**src/shared/mcal_defs.vh**
```
`ifndef MCAL_DEFS_VH
`define MCAL_DEFS_VH

// clock rate and timing
`define MCAL_CLK_HZ 25000000
`define MCAL_LONG_MS 2000
`define MCAL_DEB_MS 10
`define MCAL_BLINK_MS 250
// long press is a least time: kHz division truncates, cycles rounded down
`define MCAL_LONG_CYC ((`MCAL_CLK_HZ / 1000) * `MCAL_LONG_MS)
`define MCAL_DEB_CYC ((`MCAL_CLK_HZ / 1000) * `MCAL_DEB_MS)
`define MCAL_BLINK_CYC ((`MCAL_CLK_HZ / 1000) * `MCAL_BLINK_MS)

// lamp blink counts
`define MCAL_BLINKS_GAIN 4'h2
`define MCAL_BLINKS_OFFS 4'h4
`define MCAL_BLINKS_SAVE 4'h1
`define MCAL_BLINKS_AUTO 4'h6

// parameter widths, steps and defaults
`define MCAL_PW 16
`define MCAL_STEP_COARSE 16'h0100
`define MCAL_STEP_FINE 16'h0001
`define MCAL_GAIN_DEF 16'h8000
`define MCAL_OFFS_DEF 16'h8000

`endif

```
**src/rtl/mcal_fsm.v**
```verilog
`timescale 1ns/1ps
`default_nettype none
`include "mcal_defs.vh"

// How it works
// [RULE_01] In normal mode a long mode press enters gain adjust and blinks the lamp twice.
// [RULE_02] In gain adjust a short zero press steps gain coarsely, a short mode press finely.
// [RULE_03] In gain adjust a long mode press enters offset adjust and blinks four times.
// [RULE_04] In offset adjust short zero and mode presses step the offset coarse and fine.
// [RULE_05] In offset adjust a long mode press stores both values, blinks once, returns to normal.
// [RULE_06] A power-up reset drops an unsaved session and reloads the stored values.
// [RULE_07] Stored values survive power loss and are reloaded at power-up.
// [RULE_08] The valid flag is high only outside an adjust session and its blinks.
// [RULE_09] In normal mode a long zero press aligns the offset, stores it, blinks six times.
// [RULE_10] Both buttons are debounced, and a press is long if held the long time, else short.
module mcal_fsm #(
	parameter LONG_CYC = `MCAL_LONG_CYC,
	parameter DEB_CYC = `MCAL_DEB_CYC,
	parameter BLINK_CYC = `MCAL_BLINK_CYC
) (
	input wire clk_sys_in,
	input wire sys_rst_in,
	input wire zero_coarse_button_in,
	input wire mode_fine_button_in,
	input wire [`MCAL_PW-1:0] stored_gain_in,
	input wire [`MCAL_PW-1:0] stored_offset_in,
	input wire [`MCAL_PW-1:0] auto_offset_in,
	output reg [`MCAL_PW-1:0] gain_out,
	output reg [`MCAL_PW-1:0] offset_out,
	output reg store_req_out,
	output reg [`MCAL_PW-1:0] store_gain_out,
	output reg [`MCAL_PW-1:0] store_offset_out,
	output reg mode_indicator_lamp_out,
	output reg meas_valid_out,
	output wire [1:0] adjust_mode_out
);
	localparam S_LOAD = 6'h01;
	localparam S_NORM = 6'h02;
	localparam S_GAIN = 6'h04;
	localparam S_OFFS = 6'h08;
	localparam S_SAVE = 6'h10;
	localparam S_BLNK = 6'h20;

	reg [5:0] state;
	reg [5:0] after_blink;
	reg [3:0] blinks_left;
	// 32-bit counters cover the full-rate long press of fifty million cycles
	reg [31:0] blink_cnt;
	wire [1:0] btn_raw;
	wire [1:0] short_p;
	wire [1:0] long_p;

	assign btn_raw = {mode_fine_button_in, zero_coarse_button_in};

	// adjust steps only count up and wrap at the top; an operator who
	// overshoots goes round once more, the price of having two buttons only
	function [`MCAL_PW-1:0] step_val;
		input [`MCAL_PW-1:0] cur;
		input coarse;
		begin
			if (coarse) begin
				step_val = cur + `MCAL_STEP_COARSE;
			end else begin
				step_val = cur + `MCAL_STEP_FINE;
			end
		end
	endfunction

	// index 0 is the zero/coarse button, index 1 the mode/fine button
	genvar gi;
	generate
		for (gi = 0; gi < 2; gi = gi + 1) begin : g_btn
			reg s1, s2, deb, long_done;
			reg [31:0] deb_cnt, hold_cnt;
			reg sp, lp;
			always @(posedge clk_sys_in) begin
				s1 <= btn_raw[gi];
				s2 <= s1;
				sp <= 1'b0;
				lp <= 1'b0;
				if (sys_rst_in) begin
					deb <= 1'b0;
					deb_cnt <= 32'h0;
					hold_cnt <= 32'h0;
					long_done <= 1'b0;
				end else begin
					// level must be steady for the debounce time before it is taken
					if (s2 == deb) begin
						deb_cnt <= 32'h0;
					end else if (deb_cnt >= DEB_CYC - 1) begin
						deb_cnt <= 32'h0;
						deb <= s2; // RULE_10
					end else begin
						deb_cnt <= deb_cnt + 32'h1;
					end
					// hold_cnt stops at the long mark so a very long press cannot wrap it
					if (deb) begin
						if (!long_done && hold_cnt >= LONG_CYC - 1) begin
							// long acts while still held, so the lamp answers at once
							lp <= 1'b1; // RULE_10
							long_done <= 1'b1;
						end else if (!long_done) begin
							hold_cnt <= hold_cnt + 32'h1;
						end
					end else begin
						if (hold_cnt != 32'h0 && !long_done) begin
							sp <= 1'b1; // RULE_10
						end
						hold_cnt <= 32'h0;
						long_done <= 1'b0;
					end
				end
			end
			assign short_p[gi] = sp;
			assign long_p[gi] = lp;
		end
	endgenerate

	// taken straight from the one-hot state, so two modes never show at once
	assign adjust_mode_out = {state == S_OFFS, state == S_GAIN};

	always @(posedge clk_sys_in) begin
		store_req_out <= 1'b0;
		if (sys_rst_in) begin
			// power-up: the working copy parks at defaults until the stored copy is read
			state <= S_LOAD; // RULE_06
			after_blink <= S_NORM;
			blinks_left <= 4'h0;
			blink_cnt <= 32'h0;
			mode_indicator_lamp_out <= 1'b0;
			meas_valid_out <= 1'b0;
			gain_out <= `MCAL_GAIN_DEF;
			offset_out <= `MCAL_OFFS_DEF;
			store_gain_out <= `MCAL_GAIN_DEF;
			store_offset_out <= `MCAL_OFFS_DEF;
		end else begin
			case (state)
				S_LOAD: begin
					// unsaved edits are gone; stored copy is the truth after power-up
					gain_out <= stored_gain_in; // RULE_06
					offset_out <= stored_offset_in; // RULE_07
					meas_valid_out <= 1'b1; // RULE_08
					state <= S_NORM;
				end
				S_NORM: begin
					// short presses mean nothing here; the mode long press wins if both are held
					if (long_p[1]) begin
						meas_valid_out <= 1'b0; // RULE_08
						blinks_left <= `MCAL_BLINKS_GAIN; // RULE_01
						after_blink <= S_GAIN;
						blink_cnt <= 32'h0;
						state <= S_BLNK;
					end else if (long_p[0]) begin
						// auto alignment keeps the working gain and stores it unchanged
						meas_valid_out <= 1'b0;
						offset_out <= auto_offset_in; // RULE_09
						store_gain_out <= gain_out;
						store_offset_out <= auto_offset_in;
						store_req_out <= 1'b1; // RULE_09
						blinks_left <= `MCAL_BLINKS_AUTO; // RULE_09
						after_blink <= S_NORM;
						blink_cnt <= 32'h0;
						state <= S_BLNK;
					end
				end
				S_GAIN: begin
					if (long_p[1]) begin
						blinks_left <= `MCAL_BLINKS_OFFS; // RULE_03
						after_blink <= S_OFFS;
						blink_cnt <= 32'h0;
						state <= S_BLNK;
					end else if (short_p[0]) begin
						gain_out <= step_val(gain_out, 1'b1); // RULE_02
					end else if (short_p[1]) begin
						gain_out <= step_val(gain_out, 1'b0); // RULE_02
					end
				end
				S_OFFS: begin
					if (long_p[1]) begin
						state <= S_SAVE;
					end else if (short_p[0]) begin
						offset_out <= step_val(offset_out, 1'b1); // RULE_04
					end else if (short_p[1]) begin
						offset_out <= step_val(offset_out, 1'b0); // RULE_04
					end
				end
				S_SAVE: begin
					// data and request leave together so the store never sees half a pair
					store_gain_out <= gain_out;
					store_offset_out <= offset_out;
					store_req_out <= 1'b1; // RULE_05
					blinks_left <= `MCAL_BLINKS_SAVE; // RULE_05
					after_blink <= S_NORM;
					blink_cnt <= 32'h0;
					state <= S_BLNK;
				end
				S_BLNK: begin
					// presses seen while blinking are dropped, so a held button cannot run ahead
					// each blink is one on phase and one off phase; the next mode is entered
					// as the last blink goes dark, so that last off phase is not waited out
					if (blink_cnt >= BLINK_CYC - 1) begin
						blink_cnt <= 32'h0;
						if (mode_indicator_lamp_out) begin
							mode_indicator_lamp_out <= 1'b0;
							blinks_left <= blinks_left - 4'h1;
							if (blinks_left == 4'h1) begin
								state <= after_blink;
								meas_valid_out <= (after_blink == S_NORM); // RULE_08
							end
						end else begin
							mode_indicator_lamp_out <= 1'b1;
						end
					end else begin
						blink_cnt <= blink_cnt + 32'h1;
					end
				end
				default: begin
					state <= S_LOAD;
				end
			endcase
		end
	end
endmodule

`default_nettype wire

```
**config.mk**
```make
export PLATFORM = sky130hd
export DESIGN_NAME = mcal_fsm
export DESIGN_NICKNAME = d
export VERILOG_FILES = /design/src/rtl/mcal_fsm.v
export VERILOG_INCLUDE_DIRS = /design/src /design/src/shared
export SDC_FILE = /design/constraint.sdc
export NUM_CORES = 1
export LEC_CHECK = 0
export ABC_AREA = 1
export BUFFER_PORTS_ARGS = -buffer_cell sky130_fd_sc_hd__buf_2
export CORE_MARGIN = 2
export CORE_UTILIZATION = 57
export DETAILED_ROUTE_END_ITERATION = 16
export PLACE_DENSITY = 0.77
export RECOVER_POWER = 25
export SLEW_MARGIN = 20
export SYNTH_ARGS = -nofsm -noshare
export SYNTH_HDL_FRONTEND = slang
export SYNTH_SLANG_ARGS = --single-unit
export TNS_END_PERCENT = 5
```
**constraint.sdc**
```tcl
create_clock -name clk_sys_in -period 5.7 [get_ports clk_sys_in]
set_clock_uncertainty 0.2 [all_clocks]
set_input_delay 0.57 -clock clk_sys_in [delete_from_list [all_inputs] [get_ports clk_sys_in]]
set_output_delay 0.57 -clock clk_sys_in [all_outputs]
set_load 0.02 [all_outputs]
```
==> impl_metrics.csv, run 1 <==
group,metric,value,unit
routing,drc,0,
pwr,p_sw_share,31.0,%
logic_synthesis,synthFlopType,"dfxtp_1",
critical_path,cp_max_fo,70,
floorplan,ioPinCount,121,
critical_path,crit_path_end_kind,"flip-flop",
sta,rsz0062_at_grt,"no",
floorplan,start_util,57.9,%
critical_path,critical-path-top-delay-family,"buffers and inverters",
logic_synthesis,yosysSeqAreaShare,40.0,%
global_routing,grt_pass1_wl,50500,um
floorplan,die_h,153,um
cells_and_area,final_cell_area,14300,sq um
critical_path,crit_type,"in2reg",
critical_path,crit_required,5950,ps
cells_and_area,postLayoutCoreUtil,65.7,%
logic_synthesis,yosys.area.top_type,"dfxtp_1",
clock_tree,cts_hold_buf,2,
clock_tree,clkSinkCount,252,
routing,dr.pass1.iters,5,
routing,wirelength,30400,um
pwr,power_switching,1490,uW
cells_and_area,syn2layout_area_growth,13.5,%
sta,max-slew-margin-rel,-106,%
critical_path,worstPathCellList,"buf_2, inv_2, clkbuf_1, nand2_2, nor3_2",
placement,placed_area,13400,sq um
cells_and_area,nets,2020,
global_routing,grt_pass1_vias,10794,
logic_synthesis,synth_edf_count,0,
sta,fin_tns_setup,0,ps
sta,setup-violations-final,0,
sta,worstMarginPinSlew,3080,ps
pwr,leakage,0.00576,uW
cells_and_area,n_fill_cell,2030,
pwr,pwr-share-comb,18.3,%
sta,hold_viol_final,0,
critical_path,cp.arrival,4310,ps
clock_tree,clockBufferDepth,3,
cells_and_area,drive_gt1_share,8.30,%
routing,initialDrtViolationCount,934,
pwr,p_seq_share,42.6,%
logic_synthesis,synth_most_common_cell,"nand2_1",
pwr,pwr-share-clk,39.1,%
pwr,p_int,3320,uW
sta,max_freq,0.247,GHz
floorplan,dieArea,23300,sq um
critical_path,cpPeakStageDelay,2170,ps
clock_tree,post_cts_resize_count,0,
global_routing,grt_overflow,0,
clock_tree,root_buffer,"clkbuf_16",
critical_path,start_kind,"primary input",
pwr,peakVddDrop,0.305,mV
cells_and_area,seq_area,5040,sq um
logic_synthesis,syn_avg_cell_area,6.90,sq um
logic_synthesis,ys_ff_latch,252,
floorplan,std_cell_rows,54,
clock_tree,cts.reportedPaths.clkPinSlew,60,ps
clock_tree,insertion_delay,540,ps
clock_tree,h-tree-depth,1,
critical_path,crit_slowest_cell,"clkbuf_1",
logic_synthesis,netlist_top_cells_count,"nand2_1 (465), dfxtp_1 (252), nor2_1 (228), inv_1 (195), a21oi_1 (121)",
clock_tree,cts_buffers,27,
sta,post-route-period-util,71.2,%
sta,fin_crit,4060,ps
job,maxCapViolations,1,
pwr,power_density,337,nW/um^2
floorplan,coreArea,21800,sq um
critical_path,crit_buf_inv,3,
routing,drtAntennaViolNets,0,
clock_tree,cts_tree,"done",
routing,via_per_inst,5.32,
logic_synthesis,yosysWarnings,0,
cells_and_area,multi_input_area,6590,sq um
placement,hpwl,21200,um
hold_path,hp-class,"in2reg",
logic_synthesis,ys_types,55,
placement,place.gp.congestion,0.924,
outcome,violations,"capacitance limit, slew limit",
routing,vias,12000,
global_routing,grt_max_degree,71,
logic_synthesis,synth_cells,1828,
global_routing,grt_antenna_before_repair,2,
global_routing,track_usage,25.2,%
placement,port_buffers,120,
outcome,outcome,"complete, but fails checks",
sta,slew_viol_final,71,
clock_tree,cts_setup_buffers,0,
floorplan,die_w,153,um
logic_synthesis,synth.cell_area,12600,sq um
logic_synthesis,async_reset_ff_share,0,%
routing,wire_per_inst,13.4,um
logic_synthesis,synth_area_leaders,"dfxtp_1 (40%), nand2_1 (14%), nor2_1 (6.8%)",
logic_synthesis,yosys.area.top_type_share,40.0,%
stage by stage:
stage,total power [uW],hold WS [ps],std cells,setup slack [ps]
final,4820,94.4,2257,1640
after global placement,2950,114,2204,2850
after floorplan,2710,110,1855,3730
after CTS,4850,83.2,2255,2740
after detailed placement,2970,126,2204,2780
after global routing,5030,106,2257,1310
final timing paths:
kind / slack, ps / from / to / cells after the start
setup / recovery: 1640 / sys_rst_in / blink_cnt[3] / 5
hold / removal: 90 / stored_gain_in[4] / gain_out[4] / 3
setup reg to reg: 2730 / state[4] / blink_cnt[0] / 8
hold reg to reg: 130 / g_btn[0].s1 / g_btn[0].s2 / 0
layout by cell type (no fill, tap or decap), types with 55 or more instances in the layout:
| cell type | n |
|---|---|
| nand2_1 | 465 |
| dfxtp_1 | 252 |
| nor2_1 | 228 |
| inv_1 | 195 |
| a21oi_1 | 121 |
| nand3_1 | 109 |
| o21ai_0 | 77 |
| clkbuf_1 | 67 |
| nor3_1 | 62 |
| buf_2 | 56 |
| xor2_1 | 55 |
cells by family after synthesis:
| kind of cell | after synthesis | synth area share (%) |
|---|---|---|
| buffers and inverters | 261 | 8.50 |
| AO/OA/AOI/OAI | 246 | 10.6 |
| adder cells (fa/ha/maj) | 13 | 1.29 |
| AND/OR/NAND/NOR | 979 | 34.3 |
| other | 1 | 0.0298 |
| XOR/XNOR | 76 | 5.28 |
| flip-flops | 252 | 40.0 |
area by class of cell:
class,count,area share (%)
sequential,252,35.3
antenna,2,0.0350
tap,280,2.45
multi-input combinational,1342,46.1
clock inverter,15,1.55
timing repair buffer,125,3.91
inverter,207,5.45
clock buffer,34,5.26
flip-flops by register name (all words and copies together), names as in the netlist:
name,flops
blinks_left,4
g_btn.deb,2
gain_out,16
g_btn.long_done,2
g_btn.hold_cnt,64
g_btn.s1,2
state,6
g_btn.lp,2
store_gain_out,16
meas_valid_out,1
g_btn.s2,2
g_btn.deb_cnt,64
store_offset_out,16
after_blink,3
blink_cnt,32
offset_out,16
mode_indicator_lamp_out,1
store_req_out,1
g_btn.sp,2
power groups by stage:
stage	Clock (uW)	Combinational (uW)	Sequential [uW]
final	1880	879	2050
after global routing	1980	974	2070
after detailed placement	0	885	2080
after global placement	0	872	2080
after floorplan	0	557	2150
after CTS	1920	892	2040
worst reg2reg max path: cells and delay by family, from the launching register on:
kind	cells	cell delay [ps]
AO/OA/AOI/OAI	1	100
AND/OR/NAND/NOR	6	1900
flip-flops	1	380
buffers and inverters	1	300
metal layers:
metal	routed length, um	GRT usage (%)	up-vias
met2	14000	42.8	361
met5	0	0	-
met1	13800	33.6	5448
li1	-	-	6130
met3	1690	3.24	61
met4	875	7.41	0
No activity file was read; power rests on OpenSTA's default activity.
==> run 2: changes to the inputs <==
==> constraint.sdc (replaced) <==
create_clock -name clk_sys_in -period 3.95 [get_ports clk_sys_in]
set_clock_uncertainty 0.2 [all_clocks]
set_input_delay 0.395 -clock clk_sys_in [delete_from_list [all_inputs] [get_ports clk_sys_in]]
set_output_delay 0.395 -clock clk_sys_in [all_outputs]
set_load 0.02 [all_outputs]
==> run 2 against run 1 <==
Critical path depth rose by 5. Setup slack got worse by 530 ps. Design area grew 2.2%. The run now ends clean. Highest routed layer unchanged. Register-to-register slack lost 1600 ps. Sequential power rose by 44%. Non-clock buffer count is 33 higher.
==> impl_metrics.csv, run 2 (synthesis results as in run 1) <==
group,metric,value,unit
critical_path,crit_type,"reg2reg",
job,maxCapViolations,0,
floorplan,dieArea,23300,sq um
critical_path,reg2regPathDepth,10,
placement,numPlacedInstances,2207,
cells_and_area,drive_gt1_share,8.31,%
clock_tree,root_buffer,"clkbuf_16",
routing,initialDrtViolationCount,956,
global_routing,grt_antenna_before_repair,1,
routing,drc,0,
clock_tree,insertion_delay,530,ps
routing,wire_per_inst,13.5,um
sta,post-route-period-util,71.8,%
cells_and_area,stdcell_count,2290,
clock_tree,h-tree-depth,1,
clock_tree,post_cts_resize_count,0,
critical_path,worstPathCellList,"nor2_4, nand2_1, inv_2, nand2_2, nand2_2, nor2_2, nor2_4, inv_2, or2_1, a21oi_2",
critical_path,critical-path-top-delay-family,"simple AND/OR/NAND/NOR gates",
cells_and_area,n_fill_cell,1921,
sta,fin_ws,1110,ps
sta,fin_tns_setup,0,ps
floorplan,std_cell_rows,54,
sta,rsz0062_at_grt,"no",
sta,setup-violations-final,0,
critical_path,crit_slowest_cell,"nor2_4",
cells_and_area,seq_area,5040,sq um
sta,hold_viol_final,0,
hold_path,hp-class,"in2reg",
pwr,peakVddDrop,0.317,mV
routing,wirelength,30900,um
placement,port_buffers,120,
placement,hpwl,21300,um
routing,drtAntennaViolNets,0,
sta,fin_crit,2840,ps
sta,max-slew-margin-rel,6.34,%
clock_tree,cts.reportedPaths.clkPinSlew,60,ps
clock_tree,cts_tree,"done",
cells_and_area,final_cell_mix,"nand2_1 (465), dfxtp_1 (252), nor2_1 (228), inv_1 (196), a21oi_1 (121)",
clock_tree,cts_buffers,27,
sta,slew_viol_final,0,
critical_path,cpPeakStageDelay,520,ps
cells_and_area,nets,2053,
global_routing,grt_overflow,0,
floorplan,ioPinCount,121,
floorplan,start_util,57.9,%
cells_and_area,postLayoutCoreUtil,67.2,%
routing,via_per_inst,5.35,
floorplan,die_w,153,um
critical_path,crit_required,4220,ps
clock_tree,clkSinkCount,252,
sta,max_freq,0.353,GHz
sta,worstMarginPinSlew,1400,ps
pwr,leakage,0.00591,uW
critical_path,crit_buf_inv,2,
critical_path,cp_max_fo,29,
placement,dp_slack,1190,ps
critical_path,start_kind,"flip-flop",
routing,dr.pass1.iters,8,
cells_and_area,largestRegisters,"g_btn.deb_cnt (64), g_btn.hold_cnt (64), blink_cnt (32)",
placement,place.gp.congestion,0.977,
cells_and_area,multi_input_area,6590,sq um
global_routing,grt_pass1_wl,51700,um
global_routing,grt_max_degree,71,
critical_path,cp.depth,10,
clock_tree,clockBufferDepth,3,
floorplan,coreArea,21800,sq um
pwr,power_density,476,nW/um^2
hold_path,holdPathStages,5,
critical_path,cp.arrival,3100,ps
critical_path,crit_path_end_kind,"flip-flop",
routing,vias,12241,
cells_and_area,syn2layout_area_growth,15.9,%
sta,holdWs,17.9,ps
global_routing,grt_pass1_vias,11096,
floorplan,die_h,153,um
global_routing,track_usage,25.6,%
cells_and_area,final_common_cell,"nand2_1",
outcome,outcome,"complete, no violations",
[run 2: worst paths after layout]
| path | to | slack [ps] | from |
|---|---|---|---|
| max reg2reg | blink_cnt[0] | 1110 | state[2] |
| max | blink_cnt[0] | 1110 | state[2] |
| min reg2reg | g_btn[0].s2 | 130 | g_btn[0].s1 |
| min | gain_out[3] | 20 | stored_gain_in[3] |
[run 2: layout make-up]
class                           instances  share of cell area, %
Inverter                              207                   5.33
Multi-Input combinational cell       1342                   45.1
Tap cell                              280                   2.40
Timing Repair Buffer                  158                   6.05
Clock buffer                           34                   5.08
Antenna cell                            1                 0.0171
Sequential cell                       252                   34.5
Clock inverter                         16                   1.52
[run 2: layer usage]
| metal | vias up | global-route usage (%) | part of all wire [%] |
|---|---|---|---|
| met2 | 433 | 43.0 | 46 |
| met1 | 5506 | 34.1 | 45 |
| met5 | - | 0 | 0 |
| met3 | 98 | 3.36 | 5.6 |
| li1 | 6204 | - | - |
| met4 | 0 | 9.04 | 3.3 |
[run 2: report_power, final]
group / internal (uW) / total, uW / switching [uW]
Sequential: 2720 / 2960 / 240
Combinational: 411 / 1300 / 885
Clock: 1660 / 2690 / 1030
[run 2: repair_timing]
action,4_1_cts,5_1_grt
hold buffers,32,0
endpoints found under the hold margin,32,0
setup buffers,0,0
[run 2: through the flow]
stage / total power (uW) / area (sq um)
floorplan: 3910 / 12700
global placement: 4250 / 13400
detailed placement: 4280 / 13400
CTS: 7010 / 14700
global route: 7280 / 14600
finish: 6950 / 14600
[run 2: tightest hold or removal path: stages]
cell     delay, ps
buf_2           80
nand2_1         40
o21ai_0         60
nor2_1          50
nor2_1          90
==> run 3: changes to the inputs <==
==> constraint.sdc (replaced) <==
create_clock -name clk_sys_in -period 2.8 [get_ports clk_sys_in]
set_clock_uncertainty 0.2 [all_clocks]
set_input_delay 0.28 -clock clk_sys_in [delete_from_list [all_inputs] [get_ports clk_sys_in]]
set_output_delay 0.28 -clock clk_sys_in [all_outputs]
set_load 0.02 [all_outputs]
==> run 3 against run 2 <==
Design area increased by 1.6%. Via count increased by 1.2%. Largest cell class unchanged. Combinational power is 45% higher. Flip-flop and latch count did not move. First-iteration DRC count down 6.2%. Power grew 42%. Worst hold slack better by 14 ps. Sequential power grew 41%. Setup slack lost 760 ps. Critical path depth shrank 1. Register-to-register slack worse by 760 ps. Critical path type unchanged. Cell count rose by 0.92%.
==> impl_metrics.csv, run 3 (synthesis results as in run 1) <==
group,metric,value,unit
routing,drtAntennaViolNets,0,
pwr,power_density,666,nW/um^2
sta,slew_viol_final,0,
floorplan,die_h,153,um
routing,top_layer,"met4",
sta,max-slew-margin-rel,39.0,%
routing,dr.pass1.iters,5,
cells_and_area,nets,2077,
global_routing,grt_pass1_vias,11496,
placement,hpwl,21800,um
routing,initialDrtViolationCount,897,
job,maxCapViolations,0,
clock_tree,root_buffer,"clkbuf_16",
global_routing,grt_overflow,0,
floorplan,ioPinCount,121,
placement,place.gp.congestion,0.969,
clock_tree,clockBufferDepth,3,
sta,setup-violations-final,0,
sta,worstMarginPinSlew,914,ps
sta,fin_crit,2450,ps
critical_path,crit_type,"reg2reg",
global_routing,grt_antenna_before_repair,0,
clock_tree,cts_tree,"done",
critical_path,cp.arrival,2710,ps
cells_and_area,largestRegisters,"g_btn.deb_cnt (64), g_btn.hold_cnt (64), blink_cnt (32)",
floorplan,start_util,57.9,%
pwr,leakage,0.00601,uW
hold_path,hp-class,"in2reg",
sta,rsz0062_at_grt,"no",
routing,wire_per_inst,14.1,um
sta,hold_viol_final,0,
clock_tree,cts_setup_buffers,0,
outcome,outcome,"complete, no violations",
routing,met1Wirelength,14500,um
global_routing,grt_max_degree,68,
routing,wirelength,32600,um
critical_path,crit_required,3060,ps
floorplan,coreArea,21800,sq um
pwr,peakVddDrop,0.529,mV
routing,vias,12383,
sta,post-route-period-util,87.4,%
global_routing,track_usage,27.1,%
critical_path,cp_max_fo,7,
sta,fin_tns_setup,0,ps
clock_tree,clkSinkCount,252,
pwr,finalPower,9880,uW
cells_and_area,final_common_cell,"nand2_1",
routing,drc,0,
placement,port_buffers,120,
clock_tree,h-tree-depth,1,
floorplan,die_w,153,um
clock_tree,insertion_delay,530,ps
cells_and_area,final_cell_mix,"nand2_1 (465), dfxtp_1 (252), nor2_1 (228), inv_1 (195), a21oi_1 (121)",
clock_tree,cts.reportedPaths.clkPinSlew,60,ps
cells_and_area,syn2layout_area_growth,17.7,%
floorplan,std_cell_rows,54,
routing,met3_length,1830,um
clock_tree,cts_buffers,27,
routing,wl_met2,15000,um
sta,max_freq,0.409,GHz
cells_and_area,drive_gt1_share,8.28,%
routing,via_per_inst,5.36,
critical_path,start_kind,"flip-flop",
critical_path,crit_path_end_kind,"flip-flop",
floorplan,dieArea,23300,sq um
global_routing,grt_pass1_wl,54000,um
-- run 3: cell count changes in the layout (fill, tap and decap cells not counted), sizes merged --
cell         before  now
clkbuf           99  105
buf              61   65
clkinvlp          2    0
inv             206  205
dlygate4sd3      32   51
clkinv           10    5
-- run 3: path summary, 6_finish.rpt --
check	cells after the start	startpoint	endpoint	slack [ps]
min reg2reg	0	g_btn[1].s1	g_btn[1].s2	150
min	7	stored_offset_in[15]	offset_out[15]	30
max	9	state[3]	offset_out[4]	350
max reg2reg	9	state[3]	offset_out[4]	350
-- run 3: worst max-delay path, stage by stage, from the launching register on --
cell and delay [ps]:
dfxtp_1 380, inv_1 110, nor2_2 130, nand3_4 140, nor2_2 230, inv_1 160
o21ai_0 230, a21oi_1 80, dlygate4sd3_1 570, a21oi_1 140
-- run 3: metal layers --
metal  track usage, %  vias up
met1             35.1     5604
met2             45.5      428
met5                0        -
met3             3.87      102
li1                 -     6249
met4             11.4        0
-- run 3: cell type report --
class	count	area, sq um
clock inverter	8	165
fill	1947	6910
inverter	207	779
multi-input combinational	1342	6600
timing repair buffer	182	1110
tap	280	350
clock buffer	39	791
sequential	252	5040
antenna	1	2.50
-- run 3: report_power, final --
group	internal [uW]	leakage, uW	switching (uW)
clock network	2400	0.000471	1420
registers	3840	0.00205	339
logic	606	0.00348	1270
-- run 3: per-stage QoR --
| step | util [%] | hold slack (ps) | cells | worst slack [ps] | cell area, sq um |
|---|---|---|---|---|---|
| after CTS | 68.6 | 2.48 | 2310 | 420 | 14900 |
| after detailed placement | 61.9 | 140 | 2212 | 452 | 13500 |
| after floorplan | - | 108 | 1855 | 833 | 12700 |
| after global placement | 61.9 | 135 | 2212 | 528 | 13500 |
| final | 68.2 | 31.5 | 2311 | 353 | 14800 |
| after global routing | 68.2 | 34.2 | 2310 | 131 | 14800 |
-- run 3: what timing repair did --
item | in CTS | in global routing
endpoints found under the hold margin | 54 | 0
hold buffers | 51 | 0
gates resized for setup | 0 | 0
